[config.mk]
export PLATFORM = sky130hd
export DESIGN_NAME = ldc_core
export DESIGN_NICKNAME = d
export VERILOG_FILES = /design/src/verilog/ldc_core.v
export VERILOG_INCLUDE_DIRS = /design/src /design/src/verilog
export SDC_FILE = /design/constraint.sdc
export NUM_CORES = 1
export LEC_CHECK = 0
export ABC_AREA = 1
export BUFFER_PORTS_ARGS = -buffer_cell sky130_fd_sc_hd__buf_2
export CAP_MARGIN = 5
export CORE_MARGIN = 10
export CORE_UTILIZATION = 35
export DETAILED_ROUTE_END_ITERATION = 8
export PLACE_DENSITY = 0.67
export SETUP_SLACK_MARGIN = 0.1
export SYNTH_ARGS = -nofsm -noshare
export SYNTH_HDL_FRONTEND = slang
export SYNTH_SLANG_ARGS = --single-unit
[constraint.sdc]
create_clock -name clk -period 3.5 [get_ports clk]
set_input_delay 0.35 -clock clk [delete_from_list [all_inputs] [get_ports clk]]
set_output_delay 0.35 -clock clk [all_outputs]
set_load 0.02 [all_outputs]
[src/verilog/ldc_consts.vh]
// Function
// - brightness follows pwm input duty after reset; host may select its own level
// - open-drain interrupt pin pulled low while an unmasked fault is pending
// - pending status cleared by host clear pulse or enable falling edge
// - per-channel 12-bit host field scales the strap current limit
// - string count decoded from strap; phase step is 360 over that count
// - channels above the string count are off and raise no led fault
// - sync input checked at start-up; external clock used if seen, else internal
// - static high sync enables spread spectrum, static low disables it
// - boost frequency chosen from the eight-entry strap decode table
// - internal blocks powered only while enable is high
// - host interface and fault detection inactive while enable is low
// - charge pump enabled unless pump pin detected tied to supply
// - flycap flag and pump fault flag reported while pump enabled
// - pump irq enable gates pump fault onto interrupt, status still sets
// - any strap code out of range raises a strap fault
// - twelve fault kinds over 21 status bits detected and held separately
// - dimming mode decoded from mode strap
// - dimming pwm frequency decoded from its strap
// - current drivers start a nominal 50 ms after boost soft-start begins
`ifndef LDC_CONSTS_VH
`define LDC_CONSTS_VH
`define LDC_CLK_MHZ 250
`define LDC_CLK_NS 4
`define LDC_TSTART_MS 50
`define LDC_TSTART_CYC (`LDC_TSTART_MS * 1000 * `LDC_CLK_MHZ)
`define LDC_SYNC_WIN_NS 2000
`define LDC_SYNC_WIN_CYC ((`LDC_SYNC_WIN_NS + `LDC_CLK_NS - 1) / `LDC_CLK_NS)
`define LDC_SYNC_MIN_EDGES 4'h2
`define LDC_STRAP_MAX 4'h7
`define LDC_STRING_MAX 4'h3
`define LDC_MODE_MAX 4'h3
`define LDC_HOST_PERIOD 20'h0_FFFF
`define LDC_FULL_SCALE 12'hFFF
`define LDC_FLT_OPEN 0
`define LDC_FLT_SHORT 4
`define LDC_FLT_GND 8
`define LDC_FLT_BOCP 12
`define LDC_FLT_BOVP 13
`define LDC_FLT_VDDUV 14
`define LDC_FLT_VINOV 15
`define LDC_FLT_VINUV 16
`define LDC_FLT_VINOC 17
`define LDC_FLT_TSD 18
`define LDC_FLT_STRAP 19
`define LDC_FLT_PUMP 20
`define LDC_FLT_W 21
`endif

[src/verilog/ldc_core.v]
`timescale 1ns/100ps
`default_nettype none
`include "ldc_consts.vh"

module ldc_core #(
   parameter [23:0] TSTART_CYC = `LDC_TSTART_CYC
) (
   input wire clk,
   input wire sys_rst,
   input wire clk_en,
   input wire enable_pin,
   input wire pwm_pin,
   input wire boost_sync_input,
   input wire [3:0] boost_freq_strap,
   input wire [3:0] dim_freq_strap,
   input wire [3:0] current_limit_strap,
   input wire [3:0] string_count_strap,
   input wire [3:0] mode_strap,
   input wire [3:0] led_open_raw,
   input wire [3:0] led_short_raw,
   input wire [3:0] led_gnd_raw,
   input wire [6:0] supply_fault_raw,
   input wire pump_tied_raw,
   input wire flycap_det_raw,
   input wire pump_fault_raw,
   input wire host_dim_sel,
   input wire [15:0] host_brightness,
   input wire [47:0] chan_current_scale,
   input wire pump_irq_enable,
   input wire host_clear,
   output wire irq_pin_out,
   output wire irq_pin_oe,
   output reg [`LDC_FLT_W-1:0] fault_status,
   output reg flycap_present_flag,
   output reg pump_fault_flag,
   output reg power_up,
   output reg host_if_active,
   output reg pump_enable,
   output reg boost_run,
   output reg drivers_on,
   output reg boost_ext_clk_sel,
   output reg spread_spectrum_en,
   output reg [11:0] boost_freq_khz,
   output reg [2:0] dim_freq_sel,
   output reg [1:0] dim_mode_sel,
   output reg [2:0] current_limit_sel,
   output reg [2:0] string_count,
   output reg [8:0] phase_step,
   output reg [35:0] chan_phase,
   output reg [3:0] chan_active,
   output reg [47:0] chan_current,
   output reg brightness_src_host,
   output reg [19:0] dim_high_cnt,
   output reg [19:0] dim_period_cnt
);

   localparam [1:0] ST_OFF = 2'b00;
   localparam [1:0] ST_SAMPLE = 2'b01;
   localparam [1:0] ST_SOFT = 2'b10;
   localparam [1:0] ST_RUN = 2'b11;
   localparam [23:0] SYNC_WIN = `LDC_SYNC_WIN_CYC;

   function [11:0] boost_khz;
      input [2:0] code;
      begin
         case (code)
            3'h0: boost_khz = 12'd400;
            3'h1: boost_khz = 12'd200;
            3'h2: boost_khz = 12'd303;
            3'h3: boost_khz = 12'd100;
            3'h4: boost_khz = 12'd500;
            3'h5: boost_khz = 12'd1818;
            3'h6: boost_khz = 12'd2000;
            default: boost_khz = 12'd2222;
         endcase
      end
   endfunction

   function [8:0] step_deg;
      input [1:0] code;
      begin
         case (code)
            2'h0: step_deg = 9'd360;
            2'h1: step_deg = 9'd180;
            2'h2: step_deg = 9'd120;
            default: step_deg = 9'd90;
         endcase
      end
   endfunction

   // two flip-flop synchronisers for every pin and analog comparator input
   reg [29:0] sync1_reg;
   reg [29:0] sync2_reg;
   wire [29:0] async_in = {enable_pin, pwm_pin, boost_sync_input, led_open_raw,
      led_short_raw, led_gnd_raw, supply_fault_raw, pump_tied_raw,
      flycap_det_raw, pump_fault_raw, 5'h00};
   wire en_s = sync2_reg[29];
   wire pwm_s = sync2_reg[28];
   wire bsync_s = sync2_reg[27];
   wire [3:0] open_s = sync2_reg[26:23];
   wire [3:0] short_s = sync2_reg[22:19];
   wire [3:0] gnd_s = sync2_reg[18:15];
   wire [6:0] supply_s = sync2_reg[14:8];
   wire tied_s = sync2_reg[7];
   wire flycap_s = sync2_reg[6];
   wire pfault_s = sync2_reg[5];
   // straps are static, yet still pins, so they get the same two flops
   reg [19:0] strap1_reg;
   reg [19:0] strap2_reg;
   wire [3:0] bfreq_s = strap2_reg[19:16];
   wire [3:0] dfreq_s = strap2_reg[15:12];
   wire [3:0] ilim_s = strap2_reg[11:8];
   wire [3:0] strings_s = strap2_reg[7:4];
   wire [3:0] mode_s = strap2_reg[3:0];

   always @(posedge clk) begin
      if (sys_rst) begin
         sync1_reg <= 30'h0;
         sync2_reg <= 30'h0;
         strap1_reg <= 20'h0_0000;
         strap2_reg <= 20'h0_0000;
      end else if (clk_en) begin
         sync1_reg <= async_in;
         sync2_reg <= sync1_reg;
         strap1_reg <= {boost_freq_strap, dim_freq_strap, current_limit_strap,
            string_count_strap, mode_strap};
         strap2_reg <= strap1_reg;
      end
   end

   reg en_d_reg;
   reg pwm_d_reg;
   reg bsync_d_reg;
   wire en_fall = en_d_reg & ~en_s;
   wire pwm_rise = pwm_s & ~pwm_d_reg;
   wire bsync_rise = bsync_s & ~bsync_d_reg;

   reg [1:0] state_reg;
   reg [1:0] state_next;
   reg [23:0] cnt_reg;
   reg [3:0] edge_cnt_reg;

   wire strap_bad = (bfreq_s > `LDC_STRAP_MAX) | (dfreq_s > `LDC_STRAP_MAX) |
      (ilim_s > `LDC_STRAP_MAX) | (strings_s > `LDC_STRING_MAX) |
      (mode_s > `LDC_MODE_MAX);

   always @* begin
      state_next = state_reg;
      case (state_reg)
         ST_OFF: if (en_s) state_next = ST_SAMPLE;
         ST_SAMPLE: if (cnt_reg == SYNC_WIN - 24'h1) state_next = ST_SOFT;
         ST_SOFT: if (cnt_reg == TSTART_CYC - 24'h1) state_next = ST_RUN;
         default: state_next = ST_RUN;
      endcase
      if (!en_s) state_next = ST_OFF;
   end

   // straps are latched at the end of the sampling window only
   wire sample_done = (state_reg == ST_SAMPLE) && (state_next == ST_SOFT);
   reg strap_bad_reg;

   always @(posedge clk) begin
      if (sys_rst) begin
         state_reg <= ST_OFF;
         cnt_reg <= 24'h0;
         edge_cnt_reg <= 4'h0;
         en_d_reg <= 1'b0;
         pwm_d_reg <= 1'b0;
         bsync_d_reg <= 1'b0;
         power_up <= 1'b0;
         host_if_active <= 1'b0;
         boost_run <= 1'b0;
         drivers_on <= 1'b0;
         boost_ext_clk_sel <= 1'b0;
         spread_spectrum_en <= 1'b0;
         pump_enable <= 1'b0;
         boost_freq_khz <= 12'h000;
         dim_freq_sel <= 3'h0;
         dim_mode_sel <= 2'h0;
         current_limit_sel <= 3'h0;
         string_count <= 3'h0;
         phase_step <= 9'h000;
         chan_active <= 4'h0;
         strap_bad_reg <= 1'b0;
      end else if (clk_en) begin
         en_d_reg <= en_s;
         pwm_d_reg <= pwm_s;
         bsync_d_reg <= bsync_s;
         state_reg <= state_next;
         cnt_reg <= (state_next != state_reg) ? 24'h0 : cnt_reg + 24'h1;
         power_up <= en_s;
         host_if_active <= en_s;
         boost_run <= (state_next == ST_SOFT) | (state_next == ST_RUN);
         drivers_on <= (state_next == ST_RUN);
         if (state_reg != ST_SAMPLE)
            edge_cnt_reg <= 4'h0;
         else if (bsync_rise && edge_cnt_reg != 4'hF)
            edge_cnt_reg <= edge_cnt_reg + 4'h1;
         if (state_next == ST_OFF) begin
            boost_ext_clk_sel <= 1'b0;
            spread_spectrum_en <= 1'b0;
            pump_enable <= 1'b0;
            chan_active <= 4'h0;
            strap_bad_reg <= 1'b0;
         end else if (sample_done) begin
            // a clock seen in the window wins; otherwise the static level picks spread
            boost_ext_clk_sel <= (edge_cnt_reg >= `LDC_SYNC_MIN_EDGES);
            spread_spectrum_en <= (edge_cnt_reg < `LDC_SYNC_MIN_EDGES) & bsync_s;
            pump_enable <= ~tied_s;
            boost_freq_khz <= boost_khz(bfreq_s[2:0]);
            dim_freq_sel <= dfreq_s[2:0];
            dim_mode_sel <= mode_s[1:0];
            current_limit_sel <= ilim_s[2:0];
            string_count <= {1'b0, strings_s[1:0]} + 3'h1;
            phase_step <= step_deg(strings_s[1:0]);
            chan_active <= ~(4'hE << strings_s[1:0]);
            strap_bad_reg <= strap_bad;
         end
      end
   end

   // per-channel phase offsets as multiples of the step
   integer i;
   reg [35:0] phase_next;
   always @* begin
      phase_next = 36'h0;
      for (i = 1; i < 4; i = i + 1)
         phase_next[i*9 +: 9] = phase_next[(i-1)*9 +: 9] + phase_step;
      for (i = 0; i < 4; i = i + 1)
         if (!chan_active[i])
            phase_next[i*9 +: 9] = 9'h000;
   end

   // brightness: pwm duty measured in clk cycles, or host level over fixed period
   reg [19:0] hi_cnt_reg;
   reg [19:0] per_cnt_reg;
   wire host_mode = host_dim_sel & host_if_active;
   integer c;
   always @(posedge clk) begin
      if (sys_rst) begin
         hi_cnt_reg <= 20'h0_0000;
         per_cnt_reg <= 20'h0_0000;
         dim_high_cnt <= 20'h0_0000;
         dim_period_cnt <= 20'h0_0000;
         brightness_src_host <= 1'b0;
         chan_phase <= 36'h0;
         chan_current <= 48'h0;
      end else if (clk_en) begin
         brightness_src_host <= host_mode;
         chan_phase <= phase_next;
         for (c = 0; c < 4; c = c + 1)
            chan_current[c*12 +: 12] <= !chan_active[c] ? 12'h000 :
               host_if_active ? chan_current_scale[c*12 +: 12] : `LDC_FULL_SCALE;
         if (pwm_rise) begin
            // the rising-edge cycle is itself high time
            hi_cnt_reg <= 20'h0_0001;
            per_cnt_reg <= 20'h0_0001;
         end else begin
            if (per_cnt_reg != 20'hF_FFFF)
               per_cnt_reg <= per_cnt_reg + 20'h0_0001;
            if (pwm_s && hi_cnt_reg != 20'hF_FFFF)
               hi_cnt_reg <= hi_cnt_reg + 20'h0_0001;
         end
         if (host_mode) begin
            dim_high_cnt <= {4'h0, host_brightness};
            dim_period_cnt <= `LDC_HOST_PERIOD;
         end else if (pwm_rise) begin
            dim_high_cnt <= hi_cnt_reg;
            dim_period_cnt <= per_cnt_reg;
         end
      end
   end

   // sticky fault status; a new event beats a clear in the same cycle
   wire [`LDC_FLT_W-1:0] fault_evt;
   wire det_on = en_s & (state_reg != ST_OFF);
   assign fault_evt[`LDC_FLT_OPEN +: 4] = open_s & chan_active & {4{det_on}};
   assign fault_evt[`LDC_FLT_SHORT +: 4] = short_s & chan_active & {4{det_on}};
   assign fault_evt[`LDC_FLT_GND +: 4] = gnd_s & chan_active & {4{det_on}};
   assign fault_evt[`LDC_FLT_TSD:`LDC_FLT_BOCP] = supply_s & {7{det_on}};
   assign fault_evt[`LDC_FLT_STRAP] = strap_bad_reg & det_on;
   assign fault_evt[`LDC_FLT_PUMP] = pfault_s & pump_enable & det_on;
   wire clr = (host_clear & host_if_active) | en_fall;

   reg [`LDC_FLT_W-1:0] irq_mask;
   always @* begin
      irq_mask = {`LDC_FLT_W{1'b1}};
      irq_mask[`LDC_FLT_PUMP] = pump_irq_enable;
   end

   always @(posedge clk) begin
      if (sys_rst) begin
         fault_status <= {`LDC_FLT_W{1'b0}};
         flycap_present_flag <= 1'b0;
         pump_fault_flag <= 1'b0;
      end else if (clk_en) begin
         fault_status <= (clr ? {`LDC_FLT_W{1'b0}} : fault_status) | fault_evt;
         flycap_present_flag <= pump_enable & flycap_s & det_on;
         pump_fault_flag <= clr ? fault_evt[`LDC_FLT_PUMP] :
            (pump_fault_flag | fault_evt[`LDC_FLT_PUMP]);
      end
   end

   // open drain: pin only ever driven low
   assign irq_pin_out = 1'b0;
   assign irq_pin_oe = |(fault_status & irq_mask);

endmodule // ldc_core
`default_nettype wire

==> results of run 1 <==
## cell families after synthesis
logic type / Yosys count
xor gates and xnor gates: 28
buffers and inverters: 256
other: 1
muxes: 1
AOI/OAI and AO/OA: 443
adders and majority gates: 18
DFF: 330
and+or+nand+nor: 780
## synthesized netlist by cell type, drive strengths merged, types with 2 or more instances
cell type,instances
nor2,276
xor2,21
inv,127
nand3,73
clkbuf,76
nand4,25
nand3b,3
o21ai,209
o211ai,2
xnor2,7
clkinv,2
a21oi,201
nor3,34
buf,51
dfxtp,330
or2,3
a31oi,19
a31o,2
nand2,356
nor4,7
a211oi,5
ha,17
## critical path, cell delays in order, from the launching register on
cell and delay, ps:
sky130_fd_sc_hd__dfxtp_1 400, sky130_fd_sc_hd__ha_1 280, sky130_fd_sc_hd__nand3_1 110, sky130_fd_sc_hd__nor2_1 130
sky130_fd_sc_hd__nand2_1 70, sky130_fd_sc_hd__nor2_2 120, sky130_fd_sc_hd__nand2_1 80, sky130_fd_sc_hd__nand2_2 110
sky130_fd_sc_hd__nand3_4 110, sky130_fd_sc_hd__nor2_8 430, sky130_fd_sc_hd__inv_2 230, sky130_fd_sc_hd__o21ai_0 220
sky130_fd_sc_hd__nor2_1 60
## metal layers
| layer | vias up | routed length, um |
|---|---|---|
| li1 | 6521 | - |
| met1 | 6022 | 18160 |
| met2 | 391 | 19400 |
| met3 | 61 | 3247 |
| met4 | 2 | 962 |
| met5 | - | 11 |
## power by group through the flow
stage	sequential [uW]	combinational, uW	clock (uW)
floorplan	4000	325	0
global placement	3990	491	0
detailed placement	3990	497	0
CTS	3910	500	4100
global route	3920	565	4270
finish	3910	499	4000
## area by class of cell
class | count | area, um^2 | area share
clock buffers | 57 | 1174 | 0.06996
clock inverters | 6 | 91.34 | 0.005445
well taps | 518 | 648.1 | 0.03863
multi-input cells | 1285 | 6172 | 0.3679
inverters | 129 | 490.5 | 0.02924
diodes | 1 | 2.502 | 0.0001492
flip-flops and latches | 330 | 6606 | 0.3938
repair buffers | 307 | 1592 | 0.09487
## worst paths after layout
check / start / endpoint / slack, ps / depth (start not counted)
min: led_open_raw[0] / sync1_reg[23]$_SDFFE_PP0P_ / 30 / 3
max reg2reg: cnt_reg[0]$_SDFFE_PP0P_ / boost_freq_khz[4]$_SDFFE_PP0P_ / 1040 / 12
min reg2reg: strap2_reg[14]$_SDFFE_PP0P_ / dim_freq_sel[2]$_SDFFE_PP0P_ / 450 / 2
max: cnt_reg[0]$_SDFFE_PP0P_ / boost_freq_khz[4]$_SDFFE_PP0P_ / 1040 / 12
## stage by stage
step                total power, uW  instances
finish                         8412       2633
global route                   8749       2632
CTS                            8508       2632
detailed placement             4487       2569
global placement               4479       2569
floorplan                      4326       1871
==> results by stage, run 1 <==
Clock tree:
- Clock tree synthesis found a total of 330 sinks.
- The tree is rooted in a sky130_fd_sc_hd__clkbuf_16.
- TritonCTS built the clock tree.
- The maximum root-to-sink buffer count is 3.
- The quantity of gates resized following cts is 0.
- The number of setup buffers added after CTS is 0.
- The clock slew at the register clock pins of the worst setup and hold paths is around 60 ps.
- Buffers inserted during clock tree synthesis total 37.
- At the later pin of the worst-skew pair, clock insertion delay measures approximately 550 ps.
- The number of buffers inserted by hold repair at cts is 0.
- The H-tree generated during clock tree synthesis spans 2 levels.

Placed design:
- The worst slack at placement is 860.9 ps.
- The weighted congestion reported at the end of routability-driven placement is 0.8801.
- The instance area after placement is between 15000 and 20000 um^2.
- The count of buffers from port buffering is ~290.
- Detailed placement ended at an HPWL of between 20 and 30 mm.

Layout:
- The library cells used most frequently in the layout, excluding fill and tap cells, are sky130_fd_sc_hd__nand2_1 (348), sky130_fd_sc_hd__dfxtp_1 (330), sky130_fd_sc_hd__buf_2 (290).
- The number of inserted filler cells in the final layout is just under 4000.
- At the end of the flow the core is filled with cells to 0.4311.
- The register with the most flip-flops in the layout has 48 of them.
- The finished cells cover between 15000 and 20000 um^2.
- In the final layout, the share of cells above drive strength 1 is 0.2010.
- Leaving out fill and tap cells, the most frequent cell in the layout is sky130_fd_sc_hd__nand2_1.
- The area added between synthesis and finish is 21.04%.
- The number of nets in the finished design is 2223.

STA:
- Setup violations remaining at the end of the flow were counted as 0.
- The slack of the critical path is ~1000 ps.
- The post-route worst hold slack is roughly 30 ps.
- The setup TNS is 0 ps.
- The worst path needs about 2500 ps of the cycle, external delays included.
- For this run, the top clock speed supported by timing is between 400 and 500 MHz.
- Setup repair after global routing left no endpoint under its margin.
- The headroom to the max-slew limit is 0.2927.
- Of the available clock period, the critical path in the final layout requires 0.7036.
- The number of max-slew violations in the final report is 0.
- The final count of hold timing violations was 0.
- Across the routed clock network, the largest skew measured is between 10 and 15 ps.
- The slew at the pin closest to its max-slew limit is roughly 1100 ps.

Yosys:
- After synthesis the cells add up to 13860 um^2.
- The most instantiated flip-flop cell in the synthesis netlist is sky130_fd_sc_hd__dfxtp_1.
- The share of the synthesized area in compound gates (AO/OA/AOI/OAI) was 0.1651.
- After synthesis the netlist holds a flip-flop and latch count of 330.
- For this run, the number of Yosys warnings is 0.
- A synthesized cell averages 7.463 um^2.
- In the post-synthesis netlist, the biggest area contributors are sky130_fd_sc_hd__dfxtp_1 (48%), sky130_fd_sc_hd__nand2_1 (9.4%), sky130_fd_sc_hd__o21ai_0 (7.4%).
- The post-synthesis share of cell area spent on full adders, half adders and majority gates is 0.01679.
- The register area share after synthesis is 0.4767.
- The number of unique standard cell types used by synthesis is a little under 50.
- The async set or reset register ratio after synthesis is 0.
- The portion of synthesized cell area occupied by the leading cell type is 0.4767.
- The area share of and/or/nand/nor cells after synthesis is 0.2409.
- The number of standard cells after synthesis is 1857.
- The xor/xnor share of the synthesized area is 0.01769.
- The cell type contributing the most total cell area after synthesis is sky130_fd_sc_hd__dfxtp_1.
- The share of synthesized area spent on multiplexers is 0.0007222.
- The number of synthesized flops with an enable pin is 0.
- The combinational family with the most area after synthesis is simple AND/OR/NAND/NOR gates.

Worst setup path:
- The nature of the critical path startpoint is a register.
- For the worst setup path, the data required time is between 3000 and 4000 ps.
- The worst setup path is of the reg -> reg kind.
- The highest net fanout along the worst path is 41.
- The nature of the critical path endpoint is a register.
- The arrival time at the worst endpoint is roughly 2900 ps.

Route:
- The count of nets left with antenna violations once routing finished came out at 0.
- Detailed routing inserted a total of between 10000 and 15000 vias.
- In the final routed layout, each cell accounts on average for approximately 16 um.
- The first-pass detailed-route iteration total is 5.
- The DRC violation count after routing is 0.
- The number of DRC markers after the initial detailed-route iteration is around 890.
- Wires add up to 41.79 mm.
- After detailed routing, the number of vias per cell comes to roughly 5.

GRT:
- The global-route met1 utilization is 0.2109.
- Entering global routing, the biggest net connects 93 pins.
- In the global route stage, met3 resource usage came out at 0.04305.
- The first global-routing pass estimated 65.83 mm of wire.
- The routing layer with the top usage in global route is met2.
- Summed over all layers, the global routing overflow is 0.
- The initial antenna violation count came to 2.
- The overall routing resource usage is 0.1673.
- The met2 usage in global routing is 0.2728.
- The number of global-route vias before repair is 12340.

Power and ir drop:
- The power density of the placed cells is roughly 500 nW/um^2.
- Of the total power, registers draw 0.465.
- The switching power is between 1500 and 2000 uW.
- The internal power of the cells is 6460 uW.
- The analysis attributes to cell leakage a power of around 0.0071 uW.
- The part of the total power dissipated in the clock network is 0.476.
- The fraction of power spent switching nets is 0.2320.
- The share of total power dissipated in combinational logic is 0.059.
- IR analysis of the VDD net gives a maximum drop of between 0.0003 and 0.0004 V.

Floorplanning:
- The initialized floorplan defines a little over 70 standard-cell rows.
- The floorplan step defined a core boundary enclosing between 30000 and 40000 um^2.
- The horizontal extent of the die is around 220 um.
- In this run the count of I/O pins placed on the die edge is 308.
- The die covers roughly 48000 um^2.
- The initial cell density of the core is 0.3561.
- The die height is around 220 um.

Run:
- Max-cap violations in this run came to 0.

Status:
- The flow ran to the end, and the final reports show no timing, DRC or antenna violations.

Min path:
- The tightest min-delay check is of the in -> reg type.
(Power assumes the default switching activity.)
==> run 2, diff against run 1 <==
PLACE_DENSITY = 0.69   (was 0.67)
clock period = 2.1 ns   (was 3.5 ns; I/O delays follow)
==> run 2 against run 1 <==
  * Final cell count is 6.5% higher
  * Via count is 6.3% higher
  * Wire length is 10% higher
  * Setup slack worse by 960 ps
  * Critical path depth is 8 lower
  * Non-clock buffer count is 165 higher
  * Design area is 11% higher
  * Register-to-register slack worse by 880 ps
  * Die area stayed put
  * Sequential share of layout area is 3.6 points lower
  * Clock-buffer cell count is 5 lower
  * Critical endpoint is now irq_pin_oe
  * Highest routed layer is now met4
==> results by stage, run 2 (same netlist as run 1, synthesis figures left out) <==
Placed design:
- Buffers placed on the I/O ports in this run total 292.
- The sum of net half-perimeters after detailed placement is about 31 mm.
- The worst slack at placement is 75.81 ps.
- The congestion estimate from routability-driven global placement came to 0.9138.

Clock tree:
- TritonCTS built the clock tree.
- Clock tree synthesis found a total of 330 sinks.
- The maximum root-to-sink buffer count is 3.
- The level count of the clock H-tree is 2.
- The clock reaches the later pin of the worst-skew pair after 540 ps.
- The number of buffers created by CTS is 36.
- The clock slew at the register clock pins of the worst setup and hold paths is roughly 60 ps.
- Clock tree synthesis selected as its root buffer the cell sky130_fd_sc_hd__clkbuf_16.

STA:
- Setup repair after global routing could not meet its margin everywhere.
- The final count of hold timing violations came to 0.
- The worst clock skew is around 21 ps.
- The shortest clock period the worst path allows after layout is around 2000 ps.
- The headroom to the max-slew limit is 0.4841.
- The ratio of final minimum period to clock period is 0.9615.
- Adding up every negative setup slack in the final design gives 0 ps.
- The fmax is 495.3 MHz.
- For the pin with the worst max-slew slack, the measured transition is approximately 770 ps.
- The total setup violations reported at the end of the flow is 0.
- The number of max-slew violations in the final report is 0.
- After layout, the worst setup slack is between 80 and 90 ps.

Route:
- The first routing iteration left 1053 violations.
- The final wirelength is ~46 mm.
- After detailed routing, the number of vias per cell comes to about 4.9.
- The routed via count is 13810.
- The number of nets with antenna violations after routing is 0.
- In the routed design, unresolved DRC markers number 0.
- After detailed routing, the average wire length per cell comes to ~16 um.
- The first-pass detailed-route iteration total is 5.

Worst setup path:
- At the worst endpoint, the arrival time is about 1800 ps.
- The nature of the critical path startpoint is a register.
- The origin of the critical flop-to-flop path is cnt_reg[1]$_SDFFE_PP0P_.
- The nature of the critical path endpoint is an output pin.
- The reg2reg setup slack is roughly 160 ps.
- Walking the worst path, the cells encountered are or4_4 -> a21oi_2 -> nand4_1 -> buf_4.
- The launching instance or port of the critical path is fault_status[3]$_SDFFE_PP0P_.
- For the worst flop-to-flop path, the logic depth is 12.
- The end of the critical path is irq_pin_oe.
- The highest net fanout along the worst path is 2.
- In this design, the stage delay of the slowest critical-path cell is between 500 and 600 ps.
- The terminus of the critical flop-to-flop path is phase_step[5]$_SDFFE_PP0P_.
- Grouping stages by cell kind, the critical path spends the most delay in simple AND/OR/NAND/NOR gates.
- The critical path's slowest cell is sky130_fd_sc_hd__or4_4.
- The critical path is of the reg -> out type.
- Counting both buffers and inverters, the worst setup path holds a total of 1.
- The worst path required time is around 1900 ps.
- The critical path runs through a total of 4 cells.

Floorplanning:
- From left edge to right edge, the die measures 219.0 um.
- In this run the core area contains 72 standard-cell rows.
- The area of the die is approximately 48000 um^2.
- Measured along the y axis, the die boundary spans 219.0 um.
- The standard cell core area is around 39000 um^2.
- The number of ports placed on the die boundary is between 300 and 400.
- The initial cell density of the core is 0.3561.

Layout:
- The most common library cell in the layout ignoring fill and taps is sky130_fd_sc_hd__nand2_1.
- The flip-flop and latch area is around 6600 um^2.
- Once layout is complete, the utilization of the core stands at 0.4768.
- The area added between synthesis and finish is 33.87%.
- The library cells used most frequently in the layout, excluding fill and tap cells, are sky130_fd_sc_hd__nand2_1 (346), sky130_fd_sc_hd__dfxtp_1 (312), sky130_fd_sc_hd__buf_2 (289).
- The flip-flop count of the largest register after layout is 48.
- Fill cells in the final layout number ~3700.
- Of the cells placed in the final design, the portion with a size suffix greater than 1 is 0.2287.
- For this run, the post-layout net count is ~2400.
- The area of combinational cells with multiple inputs is approximately 6300 um^2.

GRT:
- The first global-routing pass estimated just over 70 mm of wire.
- The total overflow left after global routing is 0.
- The number of global-route vias before repair is around 13000.
- The pin count of the biggest net entering global routing is 102.
- The initial antenna violation count is 1.
- For this run, the total global-route usage over all layers was measured as 0.1808.

Status:
- The flow ran to the end, and the final reports show no timing, DRC or antenna violations.

Min path:
- The class of the tightest hold or removal check is in -> reg.
- The critical hold path startpoint is chan_current_scale[14].

Power and ir drop:
- The power density of the placed cells is between 700 and 800 nW/um^2.
- The leakage power total is between 0.007 and 0.008 uW.
- The worst-case IR drop observed on VDD is 0.0006134 V.

Run:
- The reported max-cap violation count is 0.
## run 2: cell count changes in the layout (fill, tap and decap cells not counted), sizes merged
| cell | delta |
|---|---|
| diode | +3 |
| buf | +54 |
| bufinv | +2 |
| dlygate4sd3 | +108 |
| clkinv | +2 |
| clkbuf | -2 |
| clkinvlp | +5 |
| inv | -1 |
## run 2: worst min path at each step
stage | end | slack (ps) | depth (start not counted)
final | chan_current[14]$_SDFFE_PP0P_ | 80 | 3
after global routing | chan_current[14]$_SDFFE_PP0P_ | 40 | 3
after CTS | chan_current[14]$_SDFFE_PP0P_ | 10 | 3
after detailed placement | strap1_reg[8]$_SDFFE_PP0P_ | 440 | 3
after global placement | strap1_reg[19]$_SDFFE_PP0P_ | 430 | 3
after floorplan | sync1_reg[16]$_SDFFE_PP0P_ | 340 | 2
## run 2: per-stage QoR
stage | cells | area [um^2] | total power [uW] | hold slack, ps
6_report | 2804 | 18550 | 14260 | 75.13
3_3_place_gp | 2602 | 15820 | 7504 | 430.8
2_1_floorplan | 1871 | 13910 | 7210 | 344.9
5_1_grt | 2801 | 18550 | 14820 | 42.21
3_5_place_dp | 2602 | 15820 | 7522 | 440.8
4_1_cts | 2777 | 18190 | 14360 | 12.39
## run 2: metal layers
layer / track usage / up-vias / routed length [um]
li1: - / 6860 / -
met5: 0 / - / 0
met4: 0.06412 / 0 / 1177
met3: 0.04374 / 71 / 3467
met1: 0.2210 / 6406 / 19390
met2: 0.3040 / 473 / 21920
## run 2: worst min-delay path, cell delays in order
cell and delay, ps:
sky130_fd_sc_hd__buf_2 80, sky130_fd_sc_hd__o21ai_0 120, sky130_fd_sc_hd__a21oi_1 140
## run 2: cell type report
type / instances / share of cell area
antenna: 4 / 0.0005395
clock buffer: 52 / 0.05725
clock inverter: 13 / 0.009846
inverter: 129 / 0.02718
multi-input combinational: 1285 / 0.3385
sequential: 330 / 0.3575
tap: 518 / 0.03493
timing repair buffer: 472 / 0.1738
timing repair inverter: 1 / 0.0004046
## run 2: timing repair
action / 4_1_cts / 5_1_grt
pin swaps: 1 / 14
hold buffers: 108 / 0
gates resized for setup: 10 / 45
cloned: 0 / 5
setup endpoints to repair: 21 / 107
hold endpoints to repair: 108 / 0
setup buffers: 2 / 18
## run 2: where the power goes
group	internal (uW)	total, uW	switching (uW)
logic	444	1080	637
registers	6430	6520	93.1
clock network	4030	6660	2630
total	10900	14300	3360
